==> src/hw/hrt_pkg.sv <==
// constants, tables and types for the headroom attenuator and rail selector
package hrt_pkg;

  // clock and time base
  localparam int CLK_KHZ         = 100000;
  localparam int DEF_CYC_PER_US  = 100;

  // attenuation word: 10 bits, 1/64 dB per count
  localparam int ATTEN_W         = 10;
  localparam int FRAC_BITS       = 6;
  localparam int STEPS_PER_DB    = 64;
  localparam logic [3:0] MAX_ATTEN_MIN_DB = 4'h1;
  localparam logic [3:0] MAX_ATTEN_MAX_DB = 4'hf;

  // peak detector contributions to the ballistics, in microseconds
  localparam logic [31:0] PK_ATTACK_US_PER_DB  = 32'h1f4;   // 0.5 ms/dB
  localparam logic [31:0] PK_RELEASE_US        = 32'hdac;   // 3.5 ms
  localparam logic [31:0] RLS_FASTEST_US       = 32'h7d0;   // 2 ms/dB setting

  // modulator switching frequency
  localparam int FSW_KHZ         = 320;
  localparam int FSW2X_KHZ       = 620;
  localparam logic [31:0] FSW_CYC   = 32'(CLK_KHZ / FSW_KHZ);
  localparam logic [31:0] FSW2X_CYC = 32'(CLK_KHZ / FSW2X_KHZ);

  // reports
  localparam logic [13:0] TDM_FULL_SCALE = 14'h3fff;
  localparam int ICC_PAD_BITS    = 6;

  // amplifier rail modes
  localparam logic [1:0] AMP_MODE_DG   = 2'h0;
  localparam logic [1:0] AMP_MODE_PVDD = 2'h1;
  localparam logic [1:0] AMP_MODE_VBAT = 2'h2;

  // rail threshold methods
  localparam logic [1:0] THR_FIXED    = 2'h0;
  localparam logic [1:0] THR_HEADROOM = 2'h1;
  localparam logic [1:0] THR_LOWER    = 2'h2;

  // programmable tables, indexed by 3-bit select fields
  localparam logic [31:0] ATK_US_LUT [8] = '{32'h32, 32'h64, 32'hc8, 32'h1f4,
                                             32'h3e8, 32'h7d0, 32'h1388, 32'h2710};
  localparam logic [31:0] RLS_US_LUT [8] = '{32'h7d0, 32'h1388, 32'h2710, 32'h4e20,
                                             32'hc350, 32'h186a0, 32'h30d40, 32'h7a120};
  localparam logic [31:0] HOLD_US_LUT [8] = '{32'h0, 32'h3e8, 32'h7d0, 32'h1388,
                                              32'h2710, 32'h4e20, 32'hc350, 32'h186a0};
  localparam logic [12:0] HYST_MV_LUT [8] = '{13'h32, 13'h64, 13'h96, 13'hc8,
                                              13'hfa, 13'h12c, 13'h190, 13'h1f4};

  // linear gain of whole dB steps 0..16, full scale 16383
  localparam logic [13:0] GAIN_LUT [17] = '{14'h3fff, 14'h3909, 14'h32d5, 14'h2d4e,
                                            14'h2861, 14'h23fd, 14'h2013, 14'h1c96,
                                            14'h197a, 14'h16b5, 14'h143d, 14'h1209,
                                            14'h1013, 14'h0e54, 14'h0cc5, 14'h0b61,
                                            14'h0a25};

  typedef enum logic [1:0] {HRT_RAIL_PVDD, HRT_RAIL_WAIT_ZC, HRT_RAIL_VBAT} hrt_rail_t;

endpackage

==> src/hw/hrt_headroom_rail.sv <==
// headroom tracker attenuation, reporting and class-DG rail selection
//
// Behaviour
// [RULE_01] begin event when attenuation first becomes nonzero
// [RULE_02] end event when attenuation fully released
// [RULE_03] no events for nonzero level changes
// [RULE_04] maximum attenuation setting 1 to 15 dB
// [RULE_05] clamp applied attenuation at maximum setting
// [RULE_06] TDM report: 14-bit linear, 16383 is 0dB
// [RULE_07] inter-chip: two bytes, 10-bit level, six zeros
// [RULE_08] inter-chip count weighs 0.015625 dB
// [RULE_09] report within maximum, zero when inactive
// [RULE_10] attack at selected rate plus 0.5ms/dB
// [RULE_11] release rate plus 3.5ms; 2ms/dB acts 3.5ms/dB
// [RULE_12] supply drop attacks, supply recovery releases
// [RULE_13] hysteresis holds attenuation until rise exceeds level
// [RULE_14] speaker path follows speaker enable bit
// [RULE_15] modulator 320kHz, 620kHz with double bit
// [RULE_16] mode 0 is class-DG rail switching
// [RULE_17] low battery forces PVDD in class-DG
// [RULE_18] threshold method: fixed, headroom, or lower
// [RULE_19] VBAT after hold time, at zero crossing
// [RULE_20] indicator high on VBAT; fast return to PVDD
// [RULE_21] mode 1 fixes PVDD, mode 2 fixes VBAT
// [RULE_22] rate and hysteresis fields use lookup tables
module hrt_headroom_rail
  import hrt_pkg::*;
#(
  parameter int CYC_PER_US = DEF_CYC_PER_US
)
(
  input  wire logic                 mclk,
  input  wire logic                 rst,
  // attenuation demands from the curve math, 1/64 dB per count
  input  wire logic [ATTEN_W-1:0]   signal_atten_demand,
  input  wire logic [ATTEN_W-1:0]   supply_atten_demand,
  input  wire logic [12:0]          supply_mv,
  // tracker configuration
  input  wire logic [3:0]           max_atten_setting,
  input  wire logic [2:0]           attack_rate_select,
  input  wire logic [2:0]           release_rate_select,
  input  wire logic                 supply_hysteresis_enable,
  input  wire logic [2:0]           supply_hysteresis_level,
  // reporting
  input  wire logic                 tdm_mode,
  input  wire logic                 atten_report_tx_enable,
  input  wire logic                 icc_share_enable,
  input  wire logic                 icc_frame_start,
  // amplifier configuration
  input  wire logic                 speaker_path_enable,
  input  wire logic                 double_switch_freq,
  input  wire logic [1:0]           amp_rail_mode,
  input  wire logic [12:0]          vbat_mv,
  input  wire logic [12:0]          low_battery_level,
  input  wire logic [1:0]           rail_threshold_method,
  input  wire logic [12:0]          battery_relative_headroom,
  input  wire logic [12:0]          fixed_rail_threshold,
  input  wire logic [2:0]           rail_hold_time,
  input  wire logic [12:0]          signal_peak_mv,
  input  wire logic                 zero_cross,
  // tracker outputs
  output logic [ATTEN_W-1:0]        current_atten,
  output logic                      tracker_active,
  output logic                      atten_begin_event,
  output logic                      atten_end_event,
  output logic [13:0]               tdm_atten_word,
  output logic                      tdm_atten_valid,
  output logic [7:0]                icc_slot_hi,
  output logic [7:0]                icc_slot_lo,
  output logic                      icc_slot_valid,
  // amplifier outputs
  output logic                      speaker_path_on,
  output logic                      switch_tick,
  output logic                      double_freq_on,
  output logic [12:0]               rail_switch_threshold,
  output logic                      low_rail_indicator
);

  logic [ATTEN_W-1:0] held_supply;
  logic [12:0]        supply_ref;
  logic [13:0]        release_point;
  logic [ATTEN_W-1:0] raw_target;
  logic [ATTEN_W-1:0] atten_limit;
  logic [ATTEN_W-1:0] atten_target;
  logic [3:0]         max_db;
  logic [31:0]        atk_period;
  logic [31:0]        rls_period;
  logic [31:0]        rls_us;
  logic               atk_tick;
  logic               rls_tick;
  logic               active_d;
  logic [13:0]        gain_hi;
  logic [13:0]        gain_lo;
  logic [16:0]        gain_drop;
  logic [13:0]        gain_now;
  logic [31:0]        sw_period;
  logic [12:0]        headroom_thr;
  logic [12:0]        next_thr;
  logic               force_pvdd;
  logic [31:0]        hold_cyc;
  logic [31:0]        hold_cnt;
  hrt_rail_t          rail;
  hrt_rail_t          next_rail;

  // supply demand with optional hysteresis: deeper demand is taken at once,
  // shallower demand only once the supply rose past the hysteresis amount
  assign release_point = {1'b0, supply_ref} + {1'b0, HYST_MV_LUT[supply_hysteresis_level]};

  always_ff @(posedge mclk) begin
    if (rst) begin
      held_supply <= '0;
      supply_ref  <= 13'h0;
    end else if (supply_atten_demand >= held_supply) begin
      held_supply <= supply_atten_demand;  // see [RULE_12]
      supply_ref  <= supply_mv;
    end else if (!supply_hysteresis_enable || {1'b0, supply_mv} > release_point) begin
      held_supply <= supply_atten_demand;  // see [RULE_13]
      supply_ref  <= supply_mv;
    end
  end

  // target is the deeper demand, clamped at the programmed maximum
  always_comb begin
    if (max_atten_setting < MAX_ATTEN_MIN_DB) begin
      max_db = MAX_ATTEN_MIN_DB;  // see [RULE_04]
    end else if (max_atten_setting > MAX_ATTEN_MAX_DB) begin
      max_db = MAX_ATTEN_MAX_DB;
    end else begin
      max_db = max_atten_setting;
    end
    atten_limit  = {max_db, {FRAC_BITS{1'b0}}};
    raw_target   = (signal_atten_demand > held_supply) ? signal_atten_demand : held_supply;
    atten_target = (raw_target > atten_limit) ? atten_limit : raw_target;  // see [RULE_05]
  end

  // step periods: one count per tick, so ms/dB spread over 64 counts
  assign rls_us     = (release_rate_select == 3'h0) ? PK_RELEASE_US  // see [RULE_11]
                      : RLS_US_LUT[release_rate_select] + PK_RELEASE_US;
  assign atk_period = 32'(((ATK_US_LUT[attack_rate_select] + PK_ATTACK_US_PER_DB)
                      * 32'(CYC_PER_US)) / STEPS_PER_DB);  // see [RULE_10] [RULE_22]
  assign rls_period = 32'((rls_us * 32'(CYC_PER_US)) / STEPS_PER_DB);  // see [RULE_22]

  hrt_tick_gen u_atk_tick (
    .mclk   (mclk),
    .rst    (rst),
    .period (atk_period),
    .tick   (atk_tick)
  );

  hrt_tick_gen u_rls_tick (
    .mclk   (mclk),
    .rst    (rst),
    .period (rls_period),
    .tick   (rls_tick)
  );

  // ballistics: a lowered maximum snaps at once rather than ramping,
  // so the applied level exceeds a lowered limit for one cycle only
  always_ff @(posedge mclk) begin
    if (rst) begin
      current_atten <= '0;
    end else if (current_atten > atten_limit) begin
      current_atten <= atten_limit;  // see [RULE_05] [RULE_09]
    end else if (atk_tick && current_atten < atten_target) begin
      current_atten <= current_atten + 10'h1;  // see [RULE_10] [RULE_12]
    end else if (rls_tick && current_atten > atten_target) begin
      current_atten <= current_atten - 10'h1;  // see [RULE_11] [RULE_12]
    end
  end

  assign tracker_active = (current_atten != '0);

  // events fire only on the zero / nonzero boundary
  always_ff @(posedge mclk) begin
    if (rst) begin
      active_d          <= 1'b0;
      atten_begin_event <= 1'b0;
      atten_end_event   <= 1'b0;
    end else begin
      active_d          <= tracker_active;
      atten_begin_event <= tracker_active && !active_d;  // see [RULE_01] [RULE_03]
      atten_end_event   <= !tracker_active && active_d;  // see [RULE_02] [RULE_03]
    end
  end

  // linear gain: whole-dB table plus linear interpolation on the fraction;
  // interpolation error stays well under one dB step
  assign gain_hi   = GAIN_LUT[current_atten[ATTEN_W-1:FRAC_BITS]];
  assign gain_lo   = GAIN_LUT[{1'b0, current_atten[ATTEN_W-1:FRAC_BITS]} + 5'h1];
  assign gain_drop = 17'((gain_hi - gain_lo) * current_atten[FRAC_BITS-1:0]);
  assign gain_now  = gain_hi - 14'(gain_drop >> FRAC_BITS);

  // tdm report, full scale when inactive
  always_ff @(posedge mclk) begin
    if (rst) begin
      tdm_atten_word  <= TDM_FULL_SCALE;
      tdm_atten_valid <= 1'b0;
    end else begin
      tdm_atten_valid <= tdm_mode && atten_report_tx_enable;  // see [RULE_06]
      tdm_atten_word  <= tracker_active ? gain_now : TDM_FULL_SCALE;  // see [RULE_06] [RULE_09]
    end
  end

  // inter-chip share: target latched per frame, msb slot first
  always_ff @(posedge mclk) begin
    if (rst) begin
      icc_slot_hi    <= 8'h0;
      icc_slot_lo    <= 8'h0;
      icc_slot_valid <= 1'b0;
    end else if (icc_frame_start && icc_share_enable) begin
      // count of 1/64 dB, read as negative dB; see [RULE_08]
      {icc_slot_hi, icc_slot_lo} <= tracker_active ?                   // see [RULE_09]
        {atten_target, {ICC_PAD_BITS{1'b0}}} : 16'h0;                  // see [RULE_07]
      icc_slot_valid <= 1'b1;
    end else if (!icc_share_enable) begin
      icc_slot_valid <= 1'b0;
    end
  end

  // speaker path and switching frequency
  always_ff @(posedge mclk) begin
    if (rst) begin
      speaker_path_on <= 1'b0;
      double_freq_on  <= 1'b0;
    end else begin
      speaker_path_on <= speaker_path_enable;  // see [RULE_14]
      double_freq_on  <= double_switch_freq;   // see [RULE_15]
    end
  end

  // carrier stops while the path is off, saving switching power
  assign sw_period = !speaker_path_on ? 32'h0
                     : (double_freq_on ? FSW2X_CYC : FSW_CYC);  // see [RULE_15]

  hrt_tick_gen u_sw_tick (
    .mclk   (mclk),
    .rst    (rst),
    .period (sw_period),
    .tick   (switch_tick)
  );

  // rail threshold per method; headroom saturates at zero on a flat battery
  always_comb begin
    headroom_thr = (vbat_mv > battery_relative_headroom) ?
                   vbat_mv - battery_relative_headroom : 13'h0;
    case (rail_threshold_method)
      THR_FIXED:    next_thr = fixed_rail_threshold;  // see [RULE_18]
      THR_HEADROOM: next_thr = headroom_thr;
      THR_LOWER:    next_thr = (fixed_rail_threshold < headroom_thr) ?
                               fixed_rail_threshold : headroom_thr;
      default:      next_thr = headroom_thr;
    endcase
  end

  always_ff @(posedge mclk) begin
    if (rst) begin
      rail_switch_threshold <= 13'h0;
    end else begin
      rail_switch_threshold <= next_thr;
    end
  end

  assign force_pvdd = (vbat_mv < low_battery_level)                   // see [RULE_17]
                      || (signal_peak_mv >= rail_switch_threshold);   // see [RULE_20]
  assign hold_cyc   = 32'(HOLD_US_LUT[rail_hold_time] * 32'(CYC_PER_US));

  // hold timer runs only while on PVDD with a quiet signal
  always_ff @(posedge mclk) begin
    if (rst) begin
      hold_cnt <= 32'h0;
    end else if (rail != HRT_RAIL_PVDD || force_pvdd) begin
      hold_cnt <= 32'h0;
    end else if (hold_cnt < hold_cyc) begin
      hold_cnt <= hold_cnt + 32'h1;  // see [RULE_19]
    end
  end

  // rail selection; going up to PVDD is immediate, going down waits in class-DG mode only
  always_comb begin
    next_rail = rail;
    if (amp_rail_mode == AMP_MODE_DG) begin
      case (rail)
        HRT_RAIL_PVDD: begin
          if (!force_pvdd && hold_cnt >= hold_cyc) begin
            next_rail = HRT_RAIL_WAIT_ZC;  // see [RULE_16] [RULE_19]
          end
        end
        HRT_RAIL_WAIT_ZC: begin
          if (force_pvdd) begin
            next_rail = HRT_RAIL_PVDD;
          end else if (zero_cross) begin
            next_rail = HRT_RAIL_VBAT;  // see [RULE_19]
          end
        end
        HRT_RAIL_VBAT: begin
          if (force_pvdd) begin
            next_rail = HRT_RAIL_PVDD;  // see [RULE_17] [RULE_20]
          end
        end
        default: next_rail = HRT_RAIL_PVDD;
      endcase
    end else if (amp_rail_mode == AMP_MODE_VBAT) begin
      next_rail = HRT_RAIL_VBAT;  // see [RULE_21]
    end else begin
      next_rail = HRT_RAIL_PVDD;  // see [RULE_21]
    end
  end

  always_ff @(posedge mclk) begin
    if (rst) begin
      rail               <= HRT_RAIL_PVDD;
      low_rail_indicator <= 1'b0;
    end else begin
      rail               <= next_rail;
      low_rail_indicator <= (next_rail == HRT_RAIL_VBAT);  // see [RULE_20]
    end
  end

endmodule // hrt_headroom_rail

==> src/hw/hrt_tick_gen.sv <==
// free-running tick generator with a programmable period
module hrt_tick_gen
  import hrt_pkg::*;
(
  input  wire logic        mclk,
  input  wire logic        rst,
  input  wire logic [31:0] period,
  output logic             tick
);

  logic [31:0] count;
  logic [31:0] last;

  // a zero period means stopped, so it never wraps to a huge terminal count
  assign last = (period == 32'h0) ? 32'h0 : period - 32'h1;
  assign tick = (period != 32'h0) && (count >= last);

  // count restarts on the tick; a shortened period takes effect at once
  always_ff @(posedge mclk) begin
    if (rst) begin
      count <= 32'h0;
    end else if (tick || period == 32'h0) begin
      count <= 32'h0;
    end else begin
      count <= count + 32'h1;
    end
  end

endmodule // hrt_tick_gen

==> config.mk <==
export PLATFORM = sky130hd
export DESIGN_NAME = hrt_headroom_rail
export DESIGN_NICKNAME = d
export VERILOG_FILES = /design/src/hw/hrt_pkg.sv /design/src/hw/hrt_headroom_rail.sv /design/src/hw/hrt_tick_gen.sv
export SDC_FILE = /design/constraint.sdc
export NUM_CORES = 1
export LEC_CHECK = 0
export BUFFER_PORTS_ARGS = -buffer_cell sky130_fd_sc_hd__buf_4
export CAP_MARGIN = 25
export CELL_PAD_IN_SITES_DETAIL_PLACEMENT = 1
export CELL_PAD_IN_SITES_GLOBAL_PLACEMENT = 2
export CORE_MARGIN = 2
export CORE_UTILIZATION = 34
export CTS_CLUSTER_SIZE = 25
export DETAILED_ROUTE_END_ITERATION = 6
export PLACE_DENSITY = 0.8
export SETUP_SLACK_MARGIN = 0.3
export SYNTH_ARGS = -nofsm -noshare
export SYNTH_HDL_FRONTEND = slang
export SYNTH_HIERARCHICAL = 1
export SYNTH_SLANG_ARGS = --single-unit
==> constraint.sdc <==
create_clock -name mclk -period 10.7 [get_ports mclk]
set_clock_uncertainty 0.2 [all_clocks]
set_input_delay 1.605 -clock mclk [delete_from_list [all_inputs] [get_ports mclk]]
set_output_delay 1.605 -clock mclk [all_outputs]
set_load 0.02 [all_outputs]
==> run_results.csv, run 1 <==
group,metric,value,unit
synth,async_flop_share,0,
setup_path,startpoint_type,"input pin",
cells_and_area,nets,4235,
synth,avgSynthCellArea,8.12,um2
job,cap_violations,0,
synth,synth_cells,3218,
synth,synth_flop_cell,"dfxtp_1",
floorplan,start_util,0.344,
timing,setup_tns,0,ps
floorplan,io_pins,190,
cells_and_area,design_area,30800,um2
placement,pre_cts_slack,-154,ps
power,report.power.total,4.79,mW
synth,synth_area_leaders,"ha_1, dfxtp_1, xnor2_1",
clock_tree,cts_max_level,1,
timing,hold_viol,0,
floorplan,rows,101,
cells_and_area,synthToLayoutAreaGrowth,17.9,%
clock_tree,cts_sinks,208,
detailed_routing,drt-initial-drc-count,698,
detailed_routing,drt_pass1_iterations,4,
timing,min_period,9940,ps
detailed_routing,ant_nets,0,
detailed_routing,via_per_inst,5.00,
grt,antenna_found_initial,1,
power,power_frac_seq,0.179,
setup_path,critPathArrivalTime,10210,ps
setup_path,crit_required,10980,ps
timing,drv_slew,0,
power,clock_power_share,0.218,
clock_tree,insertion_delay,590,ps
timing,tightestPinTransition,947,ps
cells_and_area,drive_above_1_share,0.133,
clock_tree,cts_tree,"yes",
placement,dpl_cell_area,29600,um2
detailed_routing,drt-total-wl,70800,um
synth,yosysTopAreaCell,"ha_1",
power,combPwrFrac,0.604,
synth,ys_seq_area_frac,0.159,
clock_tree,clockBufferDepth,3,
grt,grt_max_degree,53,
power,net-switching-power,2.21,mW
floorplan,core,75900,um2
setup_path,crit_top_cell,"ha_1",
power,power_switching_share,0.462,
setup_path,crit_path_top_delay_cell,"or4_4",
status,outcome,"finished clean",
synth,yosysUniqueCellTypes,90,
setup_path,critPathBufInv,6,
floorplan,fp.dieH,281,um
floorplan,die_x,281,um
power,leakage,14.5,nW
power,powerDensity,156,nW/um2
setup_path,critical_path_peak_fanout,7,
clock_tree,cts_root_buffer,"clkbuf_16",
detailed_routing,drc,0,
timing,rsz0062_at_grt,"no",
detailed_routing,wl_per_cell,15.3,um
power,ir_worst_vdd,162,uV
synth,ys_ff_latch,208,
floorplan,die_area,79100,um2
clock_tree,clk_pin_slew_worst_paths,60,ps
cells_and_area,diodes,0,
setup_path,end_kind,"register",
timing,period_share,0.929,
placement,routabilityCongestion,0.801,
clock_tree,numCtsBuffers,30,
cells_and_area,fin_cells,4636,
detailed_routing,vias,23200,
timing,relSlewSlack,0.363,
grt,overflow,0,
setup_path,critPathTopFamily,"compound AO/OA/AOI/OAI gates",
synth,yosysWarnings,6,
synth,synth_edf_count,0,
worst_hold_path,hp-class,"reg2reg",
timing,max_freq,101,MHz
placement,portBuffers,183,
timing,finalSetupViolations,0,
setup_path,critPathKind,"in2reg",
placement,dp.final_hpwl,57200,um
synth,synth_top_area_share,0.218,
placement,place_inst,4575,
timing,fin_ws,763,ps
grt,grt_pass1_vias,24200,
power,intPower,2.58,mW
synth,syn_area,26100,um2
grt,grt_pass1_wl,120000,um
setup_path,critical-path-max-stage-delay,540,ps
grt,gr-usage-all-layers,0.180,
[path summary, 6_finish.rpt]
check                                startpoint                             to  slack, ps  cells past startpoint
setup reg to reg  current_atten[6]$_SDFFE_PP0P_  tdm_atten_word[13]$_SDFF_PP1_       1520                     32
hold reg to reg             active_d$_SDFF_PP0_   atten_begin_event$_SDFF_PP0_        220                      1
hold / removal              active_d$_SDFF_PP0_   atten_begin_event$_SDFF_PP0_        220                      1
setup / recovery          attack_rate_select[0]  current_atten[9]$_SDFFE_PP0P_        760                     44
[logic make-up after synthesis]
logic type	after synthesis	share of synthesized area
muxes	62	0.0245
DFF	208	0.159
and+or+nand+nor	1165	0.243
other	1	0.000144
AOI/OAI and AO/OA	568	0.138
xor gates and xnor gates	293	0.0988
buffers and inverters	396	0.0648
adders and majority gates	525	0.272
[per-stage QoR]
step	hold WS [ps]	util
final	223	0.406
after global routing	245	0.406
after CTS	227	0.404
after detailed placement	212	0.390
after global placement	214	0.390
after floorplan	192	-
[routing by layer]
metal  vias up  wire length [um]  global-route usage
li1      11800                 -                   -
met5         -                 0                   0
met4         0              1070              0.0289
met1     11100             32300               0.224
met2       158             35900               0.337
met3        63              1520              0.0189
[cells in the final DEF (no fill, tap or decap), drive strengths merged, types with 94 or more instances in the layout]
cell type	n
ha	455
nand2	299
inv	277
buf	271
dfxtp	208
nor2	192
conb	183
a21oi	183
xnor2	170
nor3	169
o21ai	133
xor2	122
nand3	94
[timing repair]
item                       4_1_cts  5_1_grt
hold buffers                     0        0
setup endpoints to repair        0       10
gates resized for setup          0       16
buffers inserted                 0        4
[power by group through the flow]
stage               logic (mW)  registers (mW)  clock network (mW)
detailed placement        2.90           0.872                   0
floorplan                 2.04           0.899                   0
global route              3.30           0.861                1.11
finish                    2.89           0.855                1.04
CTS                       2.92           0.856                1.08
global placement          2.88           0.872                   0
[Yosys cell counts, drive strengths merged (36+ instances only)]
library cell	number
nor3	169
nand2b	37
a21o	64
nor2b	43
ha	455
nand2	299
clkbuf	85
a21oi	183
mux2i	46
fa	70
dfxtp	208
xnor2	170
nand4	72
nor2	192
buf	36
xor2	122
and2	80
inv	273
o21ai	133
nand3	94
[state kept, by name, indices dropped and copies added, names as in the netlist, 2 cells and up]
register	flops
hold_cnt	32
tdm_atten_word	14
u_atk_tick/count	32
icc_slot_lo	2
current_atten	10
u_rls_tick/count	32
supply_ref	13
rail_switch_threshold	13
rail	2
icc_slot_hi	8
held_supply	10
u_sw_tick/count	32
[worst reg2reg max path, delay by kind of cell, from the launching register on]
| kind | cells | cell delay (ps) |
|---|---|---|
| flip-flops | 1 | 490 |
| AO/OA/AOI/OAI | 13 | 3140 |
| adder cells (fa/ha/maj) | 8 | 3250 |
| AND/OR/NAND/NOR | 6 | 820 |
| buffers and inverters | 3 | 350 |
| XOR/XNOR | 2 | 800 |
[area by class of cell]
type / instances / area [um2]
multi-input cells: 2796 / 21200
repair buffers: 271 / 2050
flip-flops and latches: 208 / 4160
well taps: 1030 / 1290
inverters: 275 / 1030
fillers: 9284 / 45100
clock inverters: 16 / 190
clock buffers: 40 / 848
No activity file was read; power rests on OpenSTA's default activity.
==> run 2: changes to the inputs <==
--- a/config.mk
+++ b/config.mk
@@ -10,10 +10,11 @@
 export CELL_PAD_IN_SITES_DETAIL_PLACEMENT = 1
 export CELL_PAD_IN_SITES_GLOBAL_PLACEMENT = 2
 export CORE_MARGIN = 2
-export CORE_UTILIZATION = 34
+export CORE_UTILIZATION = 35
+export CTS_BUF_LIST = sky130_fd_sc_hd__clkbuf_4 sky130_fd_sc_hd__clkbuf_8
 export CTS_CLUSTER_SIZE = 25
 export DETAILED_ROUTE_END_ITERATION = 6
-export PLACE_DENSITY = 0.8
+export PLACE_DENSITY_LB_ADDON = 0.1
 export SETUP_SLACK_MARGIN = 0.3
 export SYNTH_ARGS = -nofsm -noshare
 export SYNTH_HDL_FRONTEND = slang
==> run 2 against run 1 <==
Compared with the run above:
- via count increased by 3.3%
- routed wire length increased by 18%
- register-to-register slack about the same
- highest routed layer is now met5
==> run_results.csv, run 2 (synthesized netlist as in run 1, its figures left out) <==
group,metric,value,unit
detailed_routing,drt_pass1_iterations,5,
clock_tree,cts_root_buffer,"clkbuf_8",
detailed_routing,ant_nets,0,
cells_and_area,layout_common_cells,"ha_1, nand2_1, buf_4",
clock_tree,numCtsBuffers,46,
status,outcome,"finished clean",
timing,period_share,0.950,
timing,finalSetupViolations,0,
floorplan,start_util,0.352,
cells_and_area,design_area,31300,um2
power,ir_worst_vdd,275,uV
floorplan,die_x,277,um
placement,pre_cts_slack,-297,ps
job,cap_violations,0,
floorplan,core,74200,um2
cells_and_area,mostFrequentLayoutCell,"ha_1",
clock_tree,cts_max_level,2,
placement,portBuffers,183,
timing,hold_slack,227,ps
grt,grt_pass1_vias,25900,
setup_path,startpoint_type,"input pin",
cells_and_area,drive_above_1_share,0.155,
cells_and_area,synthToLayoutAreaGrowth,19.7,%
setup_path,critPathBufInv,6,
timing,min_period,10160,ps
detailed_routing,drt-initial-drc-count,782,
timing,max_freq,98.4,MHz
grt,gr-usage-all-layers,0.214,
floorplan,rows,100,
clock_tree,insertion_delay,610,ps
timing,fin_ws,535,ps
placement,dpl_cell_area,29800,um2
power,powerDensity,157,nW/um2
setup_path,crit_path_top_delay_cell,"or4_4",
grt,grt_max_degree,53,
detailed_routing,via_per_inst,5.17,
setup_path,critPathTopFamily,"compound AO/OA/AOI/OAI gates",
detailed_routing,drt-total-wl,83200,um
clock_tree,cts_sinks,208,
worst_hold_path,hp-class,"reg2reg",
clock_tree,clockBufferDepth,3,
setup_path,end_kind,"register",
setup_path,critical-path-max-stage-delay,600,ps
floorplan,die_area,76800,um2
timing,relSlewSlack,0.343,
setup_path,critical_path_peak_fanout,7,
timing,drv_slew,0,
grt,antenna_found_initial,7,
setup_path,r2r_slack,1530,ps
detailed_routing,vias,24000,
setup_path,critPathArrivalTime,10460,ps
detailed_routing,drc,0,
clock_tree,clk_pin_slew_worst_paths,50,ps
setup_path,critPathKind,"in2reg",
clock_tree,ctsHoldBuffers,0,
floorplan,fp.dieH,277,um
timing,tightestPinTransition,976,ps
placement,routabilityCongestion,0.841,
timing,rsz0062_at_grt,"yes",
grt,grt_pass1_wl,135000,um
power,leakage,14.8,nW
grt,overflow,0,
floorplan,io_pins,190,
cells_and_area,nets,4282,
placement,dp.final_hpwl,68200,um
detailed_routing,wl_per_cell,17.9,um
setup_path,crit_required,11000,ps
cells_and_area,utilization,0.421,
clock_tree,cts_tree,"yes",
timing,hold_viol,0,
## run 2: changes by cell type in the layout (fill, tap and decap cells not counted), sizes merged
cell	change
bufinv	-1
diode	+4
clkinvlp	-1
clkbuf	+35
buf	+29
inv	-4
## run 2: worst register-to-register path: cells and delay by family (launching register included)
| kind | cells | cell delay, ps |
|---|---|---|
| DFF | 1 | 450 |
| buffers and inverters | 3 | 290 |
| and+or+nand+nor | 6 | 920 |
| AOI/OAI and AO/OA | 13 | 2890 |
| adders and majority gates | 8 | 3600 |
| xor gates and xnor gates | 2 | 710 |
## run 2: layout make-up
class,instances,area (um2)
diodes,4,10.0
fillers,9014,42900
clock inverters,10,114
clock buffers,73,923
multi-input cells,2796,21400
repair buffers,302,2350
inverters,275,1040
well taps,969,1210
flip-flops and latches,208,4160
## run 2: stage by stage
step	TNS [ps]	instances	total power [mW]
after floorplan	0	3400	2.94
after global placement	-103	4531	3.82
after detailed placement	-769	4533	3.91
after CTS	0	4616	4.96
after global routing	0	4636	5.39
final	0	4637	4.92
## run 2: final timing paths
path,from,endpoint,cells past startpoint
max,attack_rate_select[0],current_atten[9]$_SDFFE_PP0P_,43
min reg2reg,hold_cnt[28]$_SDFFE_PP0P_,hold_cnt[28]$_SDFFE_PP0P_,2
max reg2reg,current_atten[6]$_SDFFE_PP0P_,tdm_atten_word[13]$_SDFF_PP1_,32
min,hold_cnt[28]$_SDFFE_PP0P_,hold_cnt[28]$_SDFFE_PP0P_,2
## run 2: repair_timing
action,CTS,global route
resized for setup,0,62
setup buffers,0,13
endpoints found under the setup margin,0,9
## run 2: per-layer routing
metal	global-route usage	share of wire	vias up
li1	-	-	11900
met1	0.268	0.45	11700
met2	0.385	0.50	233
met3	0.0300	0.028	94
met4	0.0553	0.021	4
met5	0	0.00032	-
## run 2: power by group
group          internal (mW)  leakage [nW]  switching [mW]  total [mW]
Clock                  0.595         0.550           0.402       0.997
Combinational           1.17          12.5            1.90        3.07
Sequential             0.819          1.69          0.0341       0.853
